**config.mk**
```make
export PLATFORM = sky130hd
export DESIGN_NAME = hlif_line_top
export DESIGN_NICKNAME = d
export VERILOG_FILES = /design/src/logic/hlif_line_top.sv /design/src/logic/hlif_fifo.sv
export SDC_FILE = /design/constraint.sdc
export NUM_CORES = 1
export LEC_CHECK = 0
export BUFFER_PORTS_ARGS = -buffer_cell sky130_fd_sc_hd__buf_2
export CORE_AREA = 5 5 136 138
export DETAILED_ROUTE_END_ITERATION = 10
export DIE_AREA = 0 0 141 143
export PLACE_DENSITY = 0.74
export SLEW_MARGIN = 20
export SYNTH_ARGS = -nofsm -noshare
export SYNTH_HDL_FRONTEND = slang
export SYNTH_SLANG_ARGS = --single-unit
export TNS_END_PERCENT = 10
```
**constraint.sdc**
```tcl
create_clock -name core_clk -period 4.55 [get_ports core_clk]
set_input_delay 0.91 -clock core_clk [delete_from_list [all_inputs] [get_ports core_clk]]
set_output_delay 0.91 -clock core_clk [all_outputs]
set_load 0.01 [all_outputs]
```
**src/logic/hlif_line_top.sv**
```systemverilog
// Constants, types and line-side logic of a two-channel HDLC line interface.
// Assumes pin inputs already synchronous to core_clk; no software registers.
`timescale 1ns/1ps
package hlif_pkg;
    localparam int NCH = 2;
    localparam int BYTE_W = 8;
    localparam int QUEUE_DEPTH = 4;
    localparam logic [7:0] FLAG_OCTET = 8'h7E;
    localparam logic [7:0] BAUD_HALF_DIV = 8'h08;
    localparam logic [3:0] LOAD_BITS = 4'h7;
    localparam logic [2:0] LAST_BIT = 3'h7;

    typedef enum logic [1:0] {CODE_NRZ, CODE_NRZI, CODE_FM, CODE_MAN} hlif_code_e;
    typedef enum logic [1:0] {MON_TX, MON_RX, MON_BAUD} hlif_mon_e;

    typedef struct packed {
        hlif_code_e coding;
        logic rx_pin_clk;
        logic baud_from_rx;
        logic tx_clk_ext;
        logic mon_en;
        hlif_mon_e mon_sel;
        logic term_ready;
    } hlif_cfg_s;

    typedef struct packed {
        logic permit;
        logic carrier;
    } hlif_chg_s;

    typedef struct packed {
        logic rxc_q;
        logic txc_q;
        logic [7:0] div;
        logic half;
        logic baud_tog;
        logic [7:0] tx_sh;
        logic [3:0] tx_cnt;
        logic tx_bit;
        logic tx_line;
        logic tx_clk_tog;
        logic rts_n;
        logic dtr_n;
        logic rx_phase;
        logic rx_half;
        logic rx_prev;
        logic [7:0] rx_sh;
        logic [2:0] rx_cnt;
        logic [7:0] hist;
        logic [7:0] rx_byte;
        logic rx_valid;
        logic sync_n;
        logic cts_q;
        logic dcd_q;
        hlif_chg_s chg;
        logic txc_o;
        logic txc_oe;
    } hlif_chan_s;

    localparam hlif_chan_s CHAN_RST = '{rts_n: 1'b1, dtr_n: 1'b1, tx_bit: 1'b1, tx_line: 1'b1,
        rx_prev: 1'b1, sync_n: 1'b1, cts_q: 1'b1, dcd_q: 1'b1, default: '0};
endpackage

module hlif_line_top import hlif_pkg::*; #(
    parameter logic [7:0] BAUD_DIV = BAUD_HALF_DIV
) (
    // Clock and reset
    input wire logic core_clk,
    input wire logic rst,
    // Channel A user side
    input wire hlif_cfg_s cfg_a,
    input wire logic [BYTE_W-1:0] tx_byte_a,
    input wire logic tx_valid_a,
    output logic tx_ready_a,
    output logic [BYTE_W-1:0] rx_byte_a,
    output logic rx_valid_a,
    output hlif_chg_s changed_a,
    input wire hlif_chg_s change_clear_a,
    // Channel A line pins
    output logic line_tx_data_a,
    input wire logic line_rx_data_a,
    output logic terminal_ready_n_a,
    output logic send_request_n_a,
    input wire logic send_permit_n_a,
    input wire logic carrier_present_n_a,
    output logic flag_seen_n_a,
    input wire logic line_rx_clock_a,
    input wire logic line_tx_clock_a_i,
    output logic line_tx_clock_a_o,
    output logic line_tx_clock_a_oe,
    // Channel B user side
    input wire hlif_cfg_s cfg_b,
    input wire logic [BYTE_W-1:0] tx_byte_b,
    input wire logic tx_valid_b,
    output logic tx_ready_b,
    output logic [BYTE_W-1:0] rx_byte_b,
    output logic rx_valid_b,
    output hlif_chg_s changed_b,
    input wire hlif_chg_s change_clear_b,
    // Channel B line pins
    output logic line_tx_data_b,
    input wire logic line_rx_data_b,
    output logic terminal_ready_n_b,
    output logic send_request_n_b,
    input wire logic send_permit_n_b,
    input wire logic carrier_present_n_b,
    output logic flag_seen_n_b,
    input wire logic line_rx_clock_b,
    input wire logic line_tx_clock_b_i,
    output logic line_tx_clock_b_o,
    output logic line_tx_clock_b_oe
);
    hlif_chan_s state_r [NCH];
    hlif_chan_s state_nxt [NCH];
    hlif_cfg_s cfg [NCH];
    hlif_chg_s clr [NCH];
    logic [BYTE_W-1:0] wr_byte [NCH];
    logic [BYTE_W-1:0] q_data [NCH];
    logic [NCH-1:0] wr_valid, wr_ready, q_valid;
    logic [NCH-1:0] rxd, rxc, txc, permit_n, carrier_n;
    logic [NCH-1:0] pop, b0_ev, bit_ev, flag_hit;

    // ==========================================================
    // Per-channel views of the pins
    assign cfg[0] = cfg_a;
    assign cfg[1] = cfg_b;
    assign clr[0] = change_clear_a;
    assign clr[1] = change_clear_b;
    assign wr_byte[0] = tx_byte_a;
    assign wr_byte[1] = tx_byte_b;
    assign wr_valid = {tx_valid_b, tx_valid_a};
    assign rxd = {line_rx_data_b, line_rx_data_a};
    assign rxc = {line_rx_clock_b, line_rx_clock_a};
    assign txc = {line_tx_clock_b_i, line_tx_clock_a_i};
    assign permit_n = {send_permit_n_b, send_permit_n_a};
    assign carrier_n = {carrier_present_n_b, carrier_present_n_a};

    // ==========================================================
    // Transmit queues, one per channel
    for (genvar q = 0; q < NCH; q++) begin : g_queue
        hlif_fifo #(.WIDTH(BYTE_W), .DEPTH(QUEUE_DEPTH)) u_queue (
            .core_clk(core_clk),
            .rst(rst),
            .in_data(wr_byte[q]),
            .in_valid(wr_valid[q]),
            .in_ready(wr_ready[q]),
            .out_data(q_data[q]),
            .out_valid(q_valid[q]),
            .out_ready(pop[q])
        );
    end

    // ==========================================================
    // Channel logic; the loop gives B the same behaviour as A
    always_comb begin
        hlif_chan_s n;
        logic tick, rx_rise, tx_rise, tx_fall, mid, samp, bitv, dbit;
        n = '0;
        tick = 1'b0;
        rx_rise = 1'b0;
        tx_rise = 1'b0;
        tx_fall = 1'b0;
        mid = 1'b0;
        samp = 1'b0;
        bitv = 1'b0;
        dbit = 1'b0;
        pop = '0;
        b0_ev = '0;
        bit_ev = '0;
        flag_hit = '0;
        for (int c = 0; c < NCH; c++) begin
            n = state_r[c];
            rx_rise = rxc[c] & ~state_r[c].rxc_q;
            tx_rise = txc[c] & ~state_r[c].txc_q;
            tx_fall = ~txc[c] & state_r[c].txc_q;
            n.rxc_q = rxc[c];
            n.txc_q = txc[c];

            // Baud generator, fed by core clock or receive clock pin
            tick = 1'b0;
            if (!cfg[c].baud_from_rx || rx_rise) begin
                if (state_r[c].div == 8'h00) begin
                    n.div = BAUD_DIV - 8'h01;
                    tick = 1'b1;
                    n.half = ~state_r[c].half;
                    n.baud_tog = ~state_r[c].baud_tog;
                end else begin
                    n.div = state_r[c].div - 8'h01;
                end
            end

            // Bit boundary on falling edge of external transmit clock
            b0_ev[c] = cfg[c].tx_clk_ext ? tx_fall : (tick & ~state_r[c].half);
            mid = cfg[c].tx_clk_ext ? tx_rise : (tick & state_r[c].half);
            bitv = state_r[c].tx_bit;
            if (b0_ev[c]) begin
                if (state_r[c].tx_cnt != 4'h0) begin
                    bitv = state_r[c].tx_sh[0];
                    n.tx_sh = {1'b0, state_r[c].tx_sh[7:1]};
                    n.tx_cnt = state_r[c].tx_cnt - 4'h1;
                end else if (q_valid[c] && !permit_n[c]) begin
                    bitv = q_data[c][0];
                    n.tx_sh = {1'b0, q_data[c][7:1]};
                    n.tx_cnt = LOAD_BITS;
                    pop[c] = 1'b1;
                end else begin
                    // Idle line marks ones between bytes
                    bitv = 1'b1;
                end
                n.tx_bit = bitv;
                n.tx_clk_tog = ~state_r[c].tx_clk_tog;
                case (cfg[c].coding)
                    CODE_NRZ: n.tx_line = bitv;
                    CODE_NRZI: n.tx_line = bitv ? state_r[c].tx_line : ~state_r[c].tx_line;
                    CODE_FM: n.tx_line = ~state_r[c].tx_line;
                    CODE_MAN: n.tx_line = ~bitv;
                    default: n.tx_line = bitv;
                endcase
            end else if (mid) begin
                n.tx_clk_tog = ~state_r[c].tx_clk_tog;
                if (cfg[c].coding == CODE_FM && !state_r[c].tx_bit) begin
                    n.tx_line = ~state_r[c].tx_line;
                end else if (cfg[c].coding == CODE_MAN) begin
                    n.tx_line = state_r[c].tx_bit;
                end
            end
            n.rts_n = ~(q_valid[c] | (state_r[c].tx_cnt != 4'h0));
            n.dtr_n = ~cfg[c].term_ready;

            // Receive sampling on rising edge of the pin clock
            samp = cfg[c].rx_pin_clk ? rx_rise : tick;
            dbit = 1'b0;
            if (samp) begin
                if (cfg[c].coding == CODE_FM || cfg[c].coding == CODE_MAN) begin
                    // Two samples a bit; half alignment is not recovered here
                    n.rx_phase = ~state_r[c].rx_phase;
                    if (!state_r[c].rx_phase) begin
                        n.rx_half = rxd[c];
                    end else begin
                        bit_ev[c] = 1'b1;
                        dbit = (cfg[c].coding == CODE_FM) ? (state_r[c].rx_half == rxd[c]) : rxd[c];
                    end
                end else begin
                    bit_ev[c] = 1'b1;
                    dbit = (cfg[c].coding == CODE_NRZI) ? (rxd[c] == state_r[c].rx_prev) : rxd[c];
                    n.rx_prev = rxd[c];
                end
            end
            n.rx_valid = 1'b0;
            if (bit_ev[c] && !carrier_n[c]) begin
                n.hist = {dbit, state_r[c].hist[7:1]};
                n.rx_sh = {dbit, state_r[c].rx_sh[7:1]};
                n.sync_n = 1'b1;
                if (n.hist == FLAG_OCTET) begin
                    // Flag also realigns byte boundaries
                    flag_hit[c] = 1'b1;
                    n.sync_n = 1'b0;
                    n.rx_cnt = 3'h0;
                end else begin
                    n.rx_cnt = state_r[c].rx_cnt + 3'h1;
                    if (state_r[c].rx_cnt == LAST_BIT) begin
                        n.rx_byte = n.rx_sh;
                        n.rx_valid = 1'b1;
                    end
                end
            end
            if (carrier_n[c]) begin
                n.rx_sh = '0;
                n.rx_cnt = '0;
                n.rx_phase = 1'b0;
                n.hist = '0;
                n.sync_n = 1'b1;
                n.rx_valid = 1'b0;
                // Last byte handed over stays in rx_byte
            end

            // Change latches; a new edge beats a clear in the same cycle
            n.cts_q = permit_n[c];
            n.dcd_q = carrier_n[c];
            n.chg.permit = (state_r[c].chg.permit & ~clr[c].permit) | (permit_n[c] ^ state_r[c].cts_q);
            n.chg.carrier = (state_r[c].chg.carrier & ~clr[c].carrier)
                | (carrier_n[c] ^ state_r[c].dcd_q);

            // Clock monitor on the transmit clock pin when not an input
            n.txc_oe = ~cfg[c].tx_clk_ext & cfg[c].mon_en;
            case (cfg[c].mon_sel)
                MON_TX: n.txc_o = state_r[c].tx_clk_tog;
                MON_RX: n.txc_o = state_r[c].rxc_q;
                MON_BAUD: n.txc_o = state_r[c].baud_tog;
                default: n.txc_o = 1'b0;
            endcase
            state_nxt[c] = n;
        end
    end

    always_ff @(posedge core_clk or posedge rst) begin
        if (rst) begin
            for (int c = 0; c < NCH; c++) begin
                state_r[c] <= CHAN_RST;
            end
        end else begin
            for (int c = 0; c < NCH; c++) begin
                state_r[c] <= state_nxt[c];
            end
        end
    end

    // ==========================================================
    // Outputs, all from flops
    assign tx_ready_a = wr_ready[0];
    assign tx_ready_b = wr_ready[1];
    assign rx_byte_a = state_r[0].rx_byte;
    assign rx_byte_b = state_r[1].rx_byte;
    assign rx_valid_a = state_r[0].rx_valid;
    assign rx_valid_b = state_r[1].rx_valid;
    assign changed_a = state_r[0].chg;
    assign changed_b = state_r[1].chg;
    assign line_tx_data_a = state_r[0].tx_line;
    assign line_tx_data_b = state_r[1].tx_line;
    assign terminal_ready_n_a = state_r[0].dtr_n;
    assign terminal_ready_n_b = state_r[1].dtr_n;
    assign send_request_n_a = state_r[0].rts_n;
    assign send_request_n_b = state_r[1].rts_n;
    assign flag_seen_n_a = state_r[0].sync_n;
    assign flag_seen_n_b = state_r[1].sync_n;
    assign line_tx_clock_a_o = state_r[0].txc_o;
    assign line_tx_clock_b_o = state_r[1].txc_o;
    assign line_tx_clock_a_oe = state_r[0].txc_oe;
    assign line_tx_clock_b_oe = state_r[1].txc_oe;

    for (genvar g = 0; g < NCH; g++) begin : g_chk

    end
endmodule

```
**src/logic/hlif_fifo.sv**
```systemverilog
// Small FIFO for one channel's outgoing bytes, width and depth as parameters.
// Assumes one clock, asynchronous active-high reset, DEPTH a power of two.
`timescale 1ns/1ps
module hlif_fifo #(
    parameter int WIDTH = 8,
    parameter int DEPTH = 4
) (
    // Clock and reset
    input wire logic core_clk,
    input wire logic rst,
    // Filling side
    input wire logic [WIDTH-1:0] in_data,
    input wire logic in_valid,
    output logic in_ready,
    // Draining side
    output logic [WIDTH-1:0] out_data,
    output logic out_valid,
    input wire logic out_ready
);
    localparam int AW = $clog2(DEPTH);

    typedef struct packed {
        logic [AW-1:0] wp;
        logic [AW-1:0] rp;
        logic [AW:0] cnt;
        logic full;
        logic empty;
    } hlif_fifo_s;

    hlif_fifo_s state_r;
    hlif_fifo_s state_nxt;
    logic [WIDTH-1:0] mem_r [DEPTH];
    logic push;
    logic pull;

    // ==========================================================
    // Pointers and flags
    assign push = in_valid & ~state_r.full;
    assign pull = out_ready & ~state_r.empty;

    always_comb begin
        state_nxt = state_r;
        if (push) begin
            state_nxt.wp = state_r.wp + 1'b1;
        end
        if (pull) begin
            state_nxt.rp = state_r.rp + 1'b1;
        end
        case ({push, pull})
            2'b10: state_nxt.cnt = state_r.cnt + 1'b1;
            2'b01: state_nxt.cnt = state_r.cnt - 1'b1;
            default: state_nxt.cnt = state_r.cnt;
        endcase
        // Flags kept as flops so the ready seen upstream is clean
        state_nxt.full = (state_nxt.cnt == (AW+1)'(DEPTH));
        state_nxt.empty = (state_nxt.cnt == '0);
    end

    always_ff @(posedge core_clk or posedge rst) begin
        if (rst) begin
            state_r <= '{wp: '0, rp: '0, cnt: '0, full: 1'b0, empty: 1'b1};
        end else begin
            state_r <= state_nxt;
        end
    end

    // ==========================================================
    // Storage; no reset needed on data words
    always_ff @(posedge core_clk) begin
        if (push) begin
            mem_r[state_r.wp] <= in_data;
        end
    end

    assign out_data = mem_r[state_r.rp];
    assign out_valid = ~state_r.empty;
    assign in_ready = ~state_r.full;
endmodule

```
=== After elaboration in Yosys (flattened, before gate mapping) ===
Memory sizes are Yosys's and may differ from the RTL's.
Cells that the tools add are included.

* Bits in registers: 152
* Memory bits (writable): 64
* Input port bits: 52
* Output and inout bits: 36
* Logic and storage cells: 314
* Memories kept: 2

{| class="wikitable"
|+ Memories
! memory !! depth !! width !! rd ports !! clocked after memory_dff !! write ports !! line !! RTL
|-
| g_queue[0].u_queue.mem_r || 4 || 8 || 1 || 0 || 1 || hlif_fifo.sv:32 || <nowiki>logic [WIDTH-1:0] mem_r [DEPTH];</nowiki>
|-
| g_queue[1].u_queue.mem_r || 4 || 8 || 1 || 0 || 1 || hlif_fifo.sv:32 ||
|}

* Add/sub/neg operators: 14
* Equal/unequal tests: 26
* Muxes and demuxes: 88
* Bitwise logic cells: 66
* Reduce and logical (&&, ||, !) cells: 54

{| class="wikitable"
|+ Operators with widths
! cell !! number
|-
| 29-bit two-way mux || 2
|-
| 1-bit two-way mux || 56
|-
| 12-bit two-way mux || 4
|-
| 19-bit two-way mux || 2
|-
| 9-bit two-way mux || 4
|-
| 1-bit inverter || 36
|-
| 1-bit bitwise AND || 20
|-
| 2-bit nonzero test || 10
|-
| 3-bit AND reduction || 6
|-
| 2-bit equality test, second input constant || 8
|-
| 8-bit by 7-bit equality test with 1-bit output, second input constant || 2
|-
| 8-bit logical NOT || 2
|-
| 2-bit two-way mux || 8
|-
| 8-bit two-way mux || 2
|-
| 2-bit AND reduction || 8
|-
| 8-bit by 1-bit subtractor with 8-bit output, second input constant || 2
|-
| 3-bit by 1-bit adder with 3-bit output, second input constant || 4
|-
| 2-bit by 1-bit equality test with 1-bit output, second input constant || 6
|-
| 3-bit equality test, second input constant || 4
|-
| 3-bit two-way mux || 4
|-
| 3-bit one-hot mux with 2 select lines || 2
|-
| 2-bit by 1-bit adder with 2-bit output, second input constant || 4
|-
| 1-bit logical NOT || 8
|-
| 2-bit logical NOT || 4
|-
| other kinds (13) || 40
|}

=== Depth between registers and ports, before layout ===
* Word-level depth: 11
* Gate-level depth with buffers: 13
* Gate-level depth less buffers: 13

=== Hierarchy ===
A second synthesis with hierarchy kept.

* Cells, all modules: 703
* Area total of the unflattened synthesis: 8946.1 sq um

{| class="wikitable"
|+ Modules (own cells, without submodules)
! module !! instances !! cells an instance !! area each (sq um) !! seq. area each (sq um)
|-
| hlif_line_top || 1 || 519 || 5590.4 || 2872.8
|-
| hlif_fifo at g_queue[0].u_queue || 1 || 90 || 1677.9 || 1187.4
|-
| hlif_fifo at g_queue[1].u_queue || 1 || 94 || 1677.9 || 1187.4
|}

=== Worst setup path after synthesis ===
No wires, ideal clock.

* Kind: input -> register
* Start: input port line_rx_clock_a
* End: register g_queue[0].u_queue.state_r[1] (netlist bit)
* Library setup time: 0.073 ns
* Arrival: 3.308 ns
* Data required time: 4.477 ns
* Slack: 1.170 ns
* Stages: 10
* Buffers on the path: 0
* Cells stage by stage: nor2b_1 o2111ai_1 and2_1 nor4_1 ha_1 inv_1 fa_1 o21ai_0 or2_2 nor2b_1

{| class="wikitable"
|+ RTL lines
! what !! line !! RTL
|-
| from (decl) || hlif_line_top.sv:87 || <nowiki>input wire logic line_rx_clock_a,</nowiki>
|-
| to (signal assigned) || hlif_fifo.sv:61 || <nowiki>state_r <= '{wp: '0, rp: '0, cnt: '0, full: 1'b0, empty: 1'b1};</nowiki>
|-
| to (signal assigned) || hlif_fifo.sv:63 || <nowiki>state_r <= state_nxt;</nowiki>
|-
| to (decl) || hlif_fifo.sv:30 || <nowiki>hlif_fifo_s state_r;</nowiki>
|}

==> metrics.md <==
| Metric | Value |
|---|---|
| Status | `complete, no violations` |
| Critical path type | `reg2reg` |
| Vias | `5351` |
| Critical path arrival | `3.97 ns` |
| Max stage delay cell, worst path | `or3b_2` |
| Drt pass-1 iters | `5` |
| Gp weighted congestion | `0.783` |
| Hold Path Class | `reg2reg` |
| TritonCTS clock tree | `built` |
| Syn avg cell area | `13.0 µm²` |
| Setup Skew | `0.00690 ns` |
| Delay-heaviest family, CP | `simple AND/OR/NAND/NOR gates` |
| Hold path startpoint | `state_r[40]` |
| Drt wl/cell | `15.9 µm` |
| Clk_lat worst skew | `0.43 ns` |
| Congestion Overflow GR | `0` |
| Critical path origin | `state_r[57]` |
| Post-route ant nets | `0` |
| Actual slew at the worst max-slew pin | `1.12 ns` |
| Critical path capture point type | `flop` |
| Ys flop type | `dfrtp_1` |
| Starting density of the core | `0.520` |
| Synth Instances | `683` |
| Final critical-path required period | `3.62 ns` |
| Gr usage total | `0.164` |
| Hold_buf cts | `0` |
| Register bit total from synthesis | `196` |
| Max Root-Sink Buffers | `2` |
| Synth cell types | `67` |
| F_max | `276 MHz` |
| DP Cell Count | `963` |
| FF+latch area | `5250 µm²` |
| CP Cell Sequence | `inv_1 > ha_1 > or3b_2 > a2111oi_4 > nor2_1 > nor4b_4 > ha_1 > fa_1 > mux2_2 > or2_2 > nor2b_1` |
| CP startpoint kind | `flop` |
| Total of warnings raised by yosys | `0` |
| Final Hold Vio Count | `0` |
| Die area | `20200 µm²` |
| Most used cell, CP | `ha_1` |
| First-pass GRT wire length | `26.9 mm` |
| Placeable Area | `17100 µm²` |
| Synth top area share | `0.322` |
| Final nets | `841` |
| Antenna Cells | `0` |
| Routed vias/inst | `5.38` |
| Port Buffer Count | `87` |
| Synthesized area | `8860 µm²` |
| Most common cell after layout, fill and taps aside | `dfrtp_1` |
| Max transition margin | `0.253` |
| Post CTS Setup Buffer Count | `0` |
| EDFF count, synth | `64` |
| Total power | `5.30 mW` |
| Pleak | `4.35 nW` |
| Post-synthesis sequential area ratio | `0.592` |
| Fin util | `0.586` |
| Pwr dens | `530 nW/µm²` |
| Net Count, Synth | `767` |
| FF-to-FF Start | `state_r[57]` |
| Clk sink count | `196` |
| Unrepaired setup endpoints after global routing | `false` |
| Row Count | `48` |
| Final setup violation count | `0` |
| Clk slew on worst S/H paths | `0.07 ns` |
| Fin cells | `995` |
| Die height | `143 µm` |
| Die X | `141 µm` |
| Vias in the first global route | `5750` |
| Synth area leader | `dfrtp_1` |
| Largest cells by area after synthesis | `dfrtp_1 32%, edfxtp_1 22%, dfstp_2 5.3%` |
| TritonCTS Buffers | `17` |
| Share of cells above drive strength 1 | `0.283` |
| Fill cells | `1350` |
| Pin count of the biggest net entering global routing | `75` |
| Maximum VDD drop | `0.000270 V` |
| Max_cap viols | `0` |
| Most frequent cells in the layout | `114 x dfrtp_1, 87 x buf_2, 64 x edfxtp_1` |
| Initial antenna violation count | `0` |
| 1st-iter DRT viols | `284` |
| Layout area overhead | `12.8%` |
| Detailed-route DRC error count | `0` |
| Area of the multi-input gates | `3240 µm²` |
| Slowest cell delay on critical path | `0.52 ns` |
| Cts repair resizes | `0` |
| Routed wire length | `15.9 mm` |
| WP buf/inv | `1` |
| Worst-path maximum fanout | `8` |
| Setup TNS | `0 ns` |
| DP Wirelength | `11.2 mm` |
| CTS Root Cell | `clkbuf_16` |
| H-Tree Level Count | `4` |
| CP required | `4.90 ns` |
| Final Max Slew Viols | `0` |
| I/O pin count | `88` |
| Tcrit/Tclk final | `0.795` |
| Post-synth ARST share | `0.673` |
-- area by class of cell --
type                    instances  share of cell area
flip-flops and latches        196               0.525
clock buffers                  17              0.0426
inverters                      44              0.0168
well taps                     225              0.0282
clock inverters                15              0.0160
multi-input cells             406               0.324
repair buffers                 92              0.0473
-- metal layers --
layer	track usage	wire (µm)	vias up
met5	0	0	-
met4	0.0561	204	0
met3	0.0311	547	19
met2	0.288	8240	89
met1	0.205	6860	2688
li1	-	-	2555
-- sequential cells by signal, summed over array words and instances, names as in the netlist, 2 cells and up --
register,count
rx_byte_a,8
g_queue.u_queue.state_r,18
rx_byte_b,8
state_r,80
changed_b,2
g_queue.u_queue.mem_r,64
changed_a,2
-- Yosys cell counts, types with 4 or more instances --
cell type / instances
dfrtp_1: 114
edfxtp_1: 64
nand2_1: 51
nor2_1: 48
inv_1: 44
o21ai_0: 31
ha_1: 30
mux2_2: 30
mux2i_1: 23
buf_4: 20
dfstp_2: 18
xnor2_1: 17
clkbuf_1: 14
mux4_2: 14
a21oi_1: 13
and2_1: 12
xor2_1: 12
nor2b_1: 11
nand2b_1: 8
a22o_2: 7
a31oi_1: 7
nand3b_1: 6
nor3_1: 6
nor4_1: 6
or2_2: 5
a22o_1: 4
nor3b_1: 4
o311a_1: 4
or3b_2: 4
-- final timing paths --
path | to | slack (ns) | cells after the start
max | g_queue[1].u_queue.state_r[1] | 0.93 | 11
min | state_r[40] | 0.47 | 1
max reg2reg | g_queue[1].u_queue.state_r[1] | 0.93 | 11
min reg2reg | state_r[40] | 0.47 | 1
max in group asynchronous | line_tx_data_b | 2.82 | 3
min in group asynchronous | changed_a[1] | 0.65 | 2
-- where the power goes --
group	leakage [nW]	total [mW]	switching [mW]	internal (mW)
clock	0.289	1.49	0.702	0.784
combinational	1.85	1.21	0.629	0.585
sequential	2.21	2.60	0.334	2.27
-- cells by family after synthesis --
group / count (synthesis) / synth area share
AOI/OAI and AO/OA: 94 / 0.0792
xor gates and xnor gates: 29 / 0.0287
adders and majority gates: 32 / 0.0469
buffers and inverters: 81 / 0.0431
DFF: 196 / 0.592
muxes: 67 / 0.0997
and+or+nand+nor: 184 / 0.110
-- metrics by stage --
step,setup WS (ns),hold WS [ns],cell area [µm²]
2_1_floorplan,0.144,0.441,8860
3_3_place_gp,0.880,0.456,9410
3_5_place_dp,0.662,0.457,9410
4_1_cts,0.890,0.471,9990
5_1_grt,0.601,0.480,9990
6_report,0.932,0.467,9990
(Power assumes the default switching activity.)
